===== config.mk =====
export PLATFORM = sky130hd
export DESIGN_NAME = panel_line_timing_generator
export DESIGN_NICKNAME = d
export VERILOG_FILES = /design/src/pkg/line_timing_pkg.sv /design/src/core/line_window.sv /design/src/core/panel_line_timing_generator.sv
export SDC_FILE = /design/constraint.sdc
export NUM_CORES = 1
export LEC_CHECK = 0
export BUFFER_PORTS_ARGS = -buffer_cell sky130_fd_sc_hd__buf_2
export CORE_UTILIZATION = 35
export DETAILED_ROUTE_END_ITERATION = 8
export SYNTH_ARGS = -nofsm -noshare
export SYNTH_HDL_FRONTEND = slang
export SYNTH_HIERARCHICAL = 1
export SYNTH_SLANG_ARGS = --single-unit
export TNS_END_PERCENT = 1

===== constraint.sdc =====
create_clock -name clk_sys_in -period 2.9 [get_ports clk_sys_in]
set_input_delay 0.58 -clock clk_sys_in [delete_from_list [all_inputs] [get_ports clk_sys_in]]
set_output_delay 0.58 -clock clk_sys_in [all_outputs]
set_load 0.05 [all_outputs]

===== src/pkg/line_timing_pkg.sv =====
/*
  constants and carrier types for the panel line timing generator.
  assumes all counts are in cycles of the system clock, one pixel per clock.
*/
package line_timing_pkg;

  // ===========================================================
  // timing offsets from the horizontal sync edge, in pixel clocks; then line length, counter and pixel-width constants
  localparam int unsigned SRC_DELAY      = 20;
  localparam int unsigned LOAD_DELAY     = 20;
  localparam int unsigned LOAD_WIDTH     = 10;
  localparam int unsigned START_DELAY    = 2;
  localparam int unsigned SHIFT_DELAY    = 20;
  localparam int unsigned SHIFT_WIDTH    = 66;
  localparam int unsigned OE_DELAY       = 4;
  localparam int unsigned OE_WIDTH       = 74;
  localparam int unsigned ACTIVE_PIXELS  = 800;
  localparam int unsigned CNT_W          = 11;
  localparam logic [10:0] CNT_MAX        = 11'h7ff;
  localparam logic [10:0] CNT_RESET      = 11'h7ff;
  localparam int unsigned PIX_W          = 24;

  // ===========================================================
  // strobes toward gate driver and source latch
  typedef struct packed {
    logic start;
    logic shift;
    logic oe;
    logic load;
    logic src_drive;
  } line_strobes_t;

endpackage : line_timing_pkg


===== src/core/line_window.sv =====
/*
  one pulse window: high from cycle START to START+WIDTH-1 of the line counter.
  assumes the counter runs from zero at the sync edge and saturates.
*/
`timescale 1ns/1ps
module line_window #(
  parameter int unsigned START = 1,
  parameter int unsigned WIDTH = 1
) (
  input  wire logic [10:0] count_in,
  input  wire logic        run_in,
  output logic             hit_out
);

  // ===========================================================
  // window compare
  // upper bound is one bit wider: a window may reach past the saturated count without wrapping
  localparam logic [10:0] LO = 11'(START);
  localparam logic [11:0] HI = 12'(START + WIDTH);

  assign hit_out = run_in && (count_in >= LO) && ({1'b0, count_in} < HI);

endmodule : line_window


===== src/core/panel_line_timing_generator.sv =====
/*
  line timing generator: per-line strobes for gate driver and source latch,
  timed from horizontal sync or from the data-enable rise.
  assumes sync and data-valid come from the host and are asynchronous to clk_sys_in.
*/
// What this block does
// - drive source outputs for a line 20 pixel clocks after sync edge.
// - line load strobe rises 20 clocks after sync, stays high 10 clocks.
// - new grayscale outputs presented from the rising edge of load strobe.
// - gate start pulse asserted 2 pixel clocks after sync edge.
// - gate shift clock starts 20 clocks after sync, high for 66 clocks.
// - gate output enable starts 4 clocks after sync, high for 74 clocks.
`timescale 1ns/1ps
module panel_line_timing_generator (
  input  wire logic        clk_sys_in,
  input  wire logic        rst_n_in,
  input  wire logic        hsync_in,
  input  wire logic        data_valid_in,
  input  wire logic        mode_de_in,
  input  wire logic [23:0] pixel_data_in,
  output logic             gate_start_pulse_out,
  output logic             gate_shift_clock_out,
  output logic             gate_output_enable_out,
  output logic             line_load_strobe_out,
  output logic             source_drive_out,
  output logic             grayscale_update_out,
  output logic [23:0]      line_data_out,
  output logic             pixel_overrun_out
);

  // ===========================================================
  // input synchronisers
  logic [1:0] hs_sync_q;
  logic [1:0] de_sync_q;
  logic [1:0] mode_sync_q;
  logic       hs_last_q;
  logic       de_last_q;
  logic [23:0] pix_meta_q;
  logic [23:0] pix_q;

  always_ff @(posedge clk_sys_in)
  begin
    if (!rst_n_in)
    begin
      hs_sync_q   <= 2'h3;
      de_sync_q   <= 2'h0;
      mode_sync_q <= 2'h0;
      pix_meta_q  <= 24'h000000;
      pix_q       <= 24'h000000;
    end
    else
    begin
      hs_sync_q   <= {hs_sync_q[0], hsync_in};
      de_sync_q   <= {de_sync_q[0], data_valid_in};
      mode_sync_q <= {mode_sync_q[0], mode_de_in};
      pix_meta_q  <= pixel_data_in;
      pix_q       <= pix_meta_q;
    end
  end

  always_ff @(posedge clk_sys_in)
  begin
    if (!rst_n_in)
    begin
      hs_last_q <= 1'b1;
      de_last_q <= 1'b0;
    end
    else
    begin
      hs_last_q <= hs_sync_q[1];
      de_last_q <= de_sync_q[1];
    end
  end

  // sync is negative polarity: the falling edge starts the line
  logic hs_edge;
  logic de_edge;
  logic line_start;
  assign hs_edge    = hs_last_q && !hs_sync_q[1];
  assign de_edge    = !de_last_q && de_sync_q[1];
  assign line_start = mode_sync_q[1] ? de_edge : hs_edge;

  // ===========================================================
  // line counter; zero in the cycle after the start edge
  logic [10:0] cnt_q;
  logic        run_q;

  always_ff @(posedge clk_sys_in)
  begin
    if (!rst_n_in)
    begin
      cnt_q <= line_timing_pkg::CNT_RESET;
      run_q <= 1'b0;
    end
    else if (line_start)
    begin
      cnt_q <= 11'h000;
      run_q <= 1'b1;
    end
    else if (cnt_q != line_timing_pkg::CNT_MAX)
    begin
      cnt_q <= cnt_q + 11'h001;
    end
  end

  // ===========================================================
  // strobe windows; registered below, so a window at count N-1 lands at edge+N
  line_timing_pkg::line_strobes_t win;

  line_window #(.START(line_timing_pkg::START_DELAY - 1), .WIDTH(1)) u_start
  (
    .count_in (cnt_q),
    .run_in   (run_q),
    .hit_out  (win.start)
  );

  line_window #(.START(line_timing_pkg::SHIFT_DELAY - 1),
                .WIDTH(line_timing_pkg::SHIFT_WIDTH)) u_shift
  (
    .count_in (cnt_q),
    .run_in   (run_q),
    .hit_out  (win.shift)
  );

  line_window #(.START(line_timing_pkg::OE_DELAY - 1),
                .WIDTH(line_timing_pkg::OE_WIDTH)) u_oe
  (
    .count_in (cnt_q),
    .run_in   (run_q),
    .hit_out  (win.oe)
  );

  line_window #(.START(line_timing_pkg::LOAD_DELAY - 1),
                .WIDTH(line_timing_pkg::LOAD_WIDTH)) u_load
  (
    .count_in (cnt_q),
    .run_in   (run_q),
    .hit_out  (win.load)
  );

  // source drive stays on until the next line start restarts the counter
  line_window #(.START(line_timing_pkg::SRC_DELAY - 1), .WIDTH(2047)) u_src
  (
    .count_in (cnt_q),
    .run_in   (run_q),
    .hit_out  (win.src_drive)
  );

  line_timing_pkg::line_strobes_t str_q;

  always_ff @(posedge clk_sys_in)
  begin
    if (!rst_n_in)
    begin
      str_q <= '0;
    end
    else
    begin
      str_q <= win;
    end
  end

  assign gate_start_pulse_out   = str_q.start;
  assign gate_shift_clock_out   = str_q.shift;
  assign gate_output_enable_out = str_q.oe;
  assign line_load_strobe_out   = str_q.load;
  assign source_drive_out       = str_q.src_drive;

  // ===========================================================
  // data register, output latch and grayscale update
  logic [23:0] data_reg_q;
  logic [23:0] latch_q;
  logic        upd_q;

  always_ff @(posedge clk_sys_in)
  begin
    if (!rst_n_in)
    begin
      data_reg_q <= 24'h000000;
      latch_q    <= 24'h000000;
      upd_q      <= 1'b0;
    end
    else
    begin
      if (de_sync_q[1])
      begin
        data_reg_q <= pix_q;
      end
      if (win.load && !str_q.load)
      begin
        latch_q <= data_reg_q;
      end
      upd_q <= str_q.load && !win.load;
    end
  end

  assign line_data_out        = latch_q;
  assign grayscale_update_out = upd_q;

  // ===========================================================
  // count active pixels; flag a line that is not exactly 800 long
  logic [10:0] pix_cnt_q;
  logic        ovr_q;

  always_ff @(posedge clk_sys_in)
  begin
    if (!rst_n_in)
    begin
      pix_cnt_q <= 11'h000;
      ovr_q     <= 1'b0;
    end
    else
    begin
      if (de_sync_q[1])
      begin
        pix_cnt_q <= pix_cnt_q + 11'h001;
      end
      else if (de_last_q)
      begin
        pix_cnt_q <= 11'h000;
        ovr_q     <= (pix_cnt_q != 11'(line_timing_pkg::ACTIVE_PIXELS));
      end
    end
  end

  assign pixel_overrun_out = ovr_q;

endmodule : panel_line_timing_generator


==> flow_summary_export.csv <==
group,metric,value,unit
timing,hold_viol,0,
hold_path,hold_class,"in2reg",
floorplanning,fp.dieArea,14240,µm²
power,powerDensity,797.5,nW/µm²
clocking,htree_levels,4,
clocking,clk_path_buf_depth,2,
clocking,cts_resized,0,
layout,area_growth,20.70,%
drt,drc,0,
drt,vias,3515,
drt,drt_iter0_markers,230,
job,maxCapViolations,0,
timing,slew_viol_final,0,
setup_path,cp-end-kind,"register",
setup_path,path_class,"reg2reg",
drt,firstDrtPassIters,4,
clocking,cts_buffers,17,
logic_synthesis,synth_edf_count,0,
clocking,cts-root-buf,"clkbuf_16",
logic_synthesis,syn_inst,491,
timing,post-route-period-util,0.8147,
global_route,grt_pass1_vias,3371,
floorplanning,dieWidth,119.3,µm
layout,drive_gt1_frac,0.1993,
clocking,cts.sinks,134,
drt,routed_wl,9274,µm
timing,setup_tns,0,ns
power,p_leak,0.002299,µW
logic_synthesis,ys.warnings.count,6,
global_route,globalRouteTotalUtil,0.1414,
logic_synthesis,synthArstFlopShare,0,
layout,instances_no_fill,738,
drt,wl_per_cell,12.57,µm
setup_path,critPathMaxFanout,24,
placement,dp.cells,706,
floorplanning,core_area,13350,µm²
placement,place_congestion,0.8543,
setup_path,worst_ep_required_time,3.16,ns
logic_synthesis,synth_area_per_cell,9.813,µm²
floorplanning,die_y,119.3,µm
placement,port_buffers,59,
setup_path,cp.arrival,2.62,ns
global_route,grt-ovfl-total,0,
timing,worst_slew_pin_slew,0.9657,ns
clocking,post_cts_buffers,0,
clocking,cts_tree,"yes",
setup_path,startpoint_type,"register",
floorplanning,rows,42,
clocking,clock_latency,0.41,ns
clocking,holdBufCountCts,0,
timing,fmax,423.2,MHz
timing,fin_crit,2.363,ns
layout,diodes,0,
floorplanning,initial_core_util,0.3610,
floorplanning,io_pins,60,
clocking,cts.clk_slew.worst_paths,0.06,ns
timing,slew_headroom,0.3562,
global_route,antenna_found_initial,0,
global_route,grt_pass1_wl,15900,µm
logic_synthesis,syn-num-nets,523,
placement,dp_hpwl,5876,µm
logic_synthesis,seq_area_frac_synth,0.5567,
timing,rsz0062_at_grt,"no",
drt,viasPerCell,4.763,
timing,setup_viol,0,
global_route,grt_max_degree,74,
logic_synthesis,ys_types,54,
status,status,"complete, no violations",
logic_synthesis,synth_ff_type,"dfxtp_1",
timing,finClkSkew,0.004519,ns
layout,final_net_count,581,
logic_synthesis,syn_area,4818,µm²
logic_synthesis,ys_ff_latch,134,
power,ir_drop,0.4422,mV
layout,fillers,1295,
drt,ant_nets,0,
cells by family (layout without fill, tap and decap cells):
logic type               after synthesis  count (layout)  share of synthesized area
flip-flops                           134             134                     0.5567
AO/OA/AOI/OAI                         74              74                     0.1008
buffers and inverters                 32             103                    0.02622
multiplexers                          25              25                    0.05193
XOR/XNOR                               5               5                   0.009090
adder cells (fa/ha/maj)                3               3                   0.007791
AND/OR/NAND/NOR                      218             218                     0.2475
sequential cells by signal (all words and copies together) (netlist names), 2 cells and up:
register	cells
pix_cnt_q	11
pix_q	24
pix_meta_q	24
line_data_out	24
cnt_q	11
mode_sync_q	2
hs_sync_q	2
data_reg_q	24
de_sync_q	2
report_power, final:
group          total, µW  leakage, µW  internal [µW]  switching (µW)
combinational        532     0.000945            249             283
clock               1930     0.000259           1130             807
sequential          2170      0.00110           1950             226
stage by stage:
step / util / power, µW / cell area [µm²] / setup slack (ns) / hold slack, ns
2_1_floorplan: - / 2585 / 4818 / 0.9525 / 0.3863
3_3_place_gp: 0.3952 / 2715 / 5275 / 0.6507 / 0.4008
3_5_place_dp: 0.3952 / 2740 / 5275 / 0.5614 / 0.4143
4_1_cts: 0.4357 / 4686 / 5816 / 0.5317 / 0.3411
5_1_grt: 0.4357 / 4866 / 5816 / 0.2429 / 0.3553
6_report: 0.4357 / 4638 / 5816 / 0.5373 / 0.3578
cell usage in the layout (no fill, tap or decap), drive strengths merged, types with 4 or more instances in the layout:
cell type  instances
o21ai              5
nor3               9
a21oi             37
nor2              40
and2              58
nor4b              6
clkbuf            20
dfxtp            134
and3               4
or4                5
nor4               5
o31ai              8
nand4              6
buf               64
inv               13
nand2b             5
nand2             62
nand3              7
mux2i             25
routing by layer:
layer / global-route usage / up-vias / routed length (µm)
met2: 0.2347 / 55 / 4454
met3: 0.04550 / 14 / 362
li1: - / 1804 / -
met5: 0 / - / 0
met1: 0.1650 / 1642 / 4308
met4: 0.06563 / 0 / 149
worst max-delay path: stages, from the launching register on:
cell and delay (ns):
dfxtp_1 0.54, nor4b_2 0.27, nand2_1 0.10, nor3_1 0.37, nand2b_1 0.61, nand2_1 0.24, a21oi_1 0.09
synth_stat cells (2+ instances only):
library cell  count  area, µm²
a21oi_1          37      185.2
o311ai_0          2      17.52
or4_1             5      37.54
xnor2_1           2      17.52
nor3_1            9      45.04
a311o_1           2      20.02
a22o_1            2      17.52
nand2_1          62      232.7
inv_1             6      22.52
nand3_1           7      35.03
mux2i_1          25      250.2
and2_1           58      362.9
or3b_2            2      17.52
nor4_2            2      25.02
a31oi_1           3      18.77
nor4b_1           4      35.03
nand4_1           4      25.02
nor2b_1           2      12.51
o31ai_1           7      52.55
buf_2             5      25.02
nor4_1            2      12.51
o211ai_1          3      22.52
nand2b_1          5      31.28
nor2_1           40      150.1
and3_1            3      18.77
nor4b_2           2      30.03
a211oi_1          2      15.01
dfxtp_1         134       2683
xor2_1            3      26.28
o21ai_0           4      20.02
clkbuf_1         20      75.07
nor3b_1           3      22.52
ha_1              3      37.54
final cells by class:
cell class,instances,area (µm²),area share
clock buffer,20,446.7,0.07681
clock inverter,12,93.84,0.01614
inverter,7,26.28,0.004518
multi-input combinational,325,2012,0.3460
sequential,134,2684,0.4615
tap,176,220.2,0.03787
timing repair buffer,64,332.8,0.05723
final timing paths:
path | to | cells past startpoint | slack, ns | start
worst max-delay path | line_data_out[1] | 6 | 0.54 | cnt_q[4]
worst min-delay path | hs_sync_q[0] | 2 | 0.36 | hsync_in
worst max register to register | line_data_out[1] | 6 | 0.54 | cnt_q[4]
worst min register to register | hs_sync_q[1] | 1 | 0.42 | hs_sync_q[0]
Note: power is estimated with default switching activity, not from simulation.
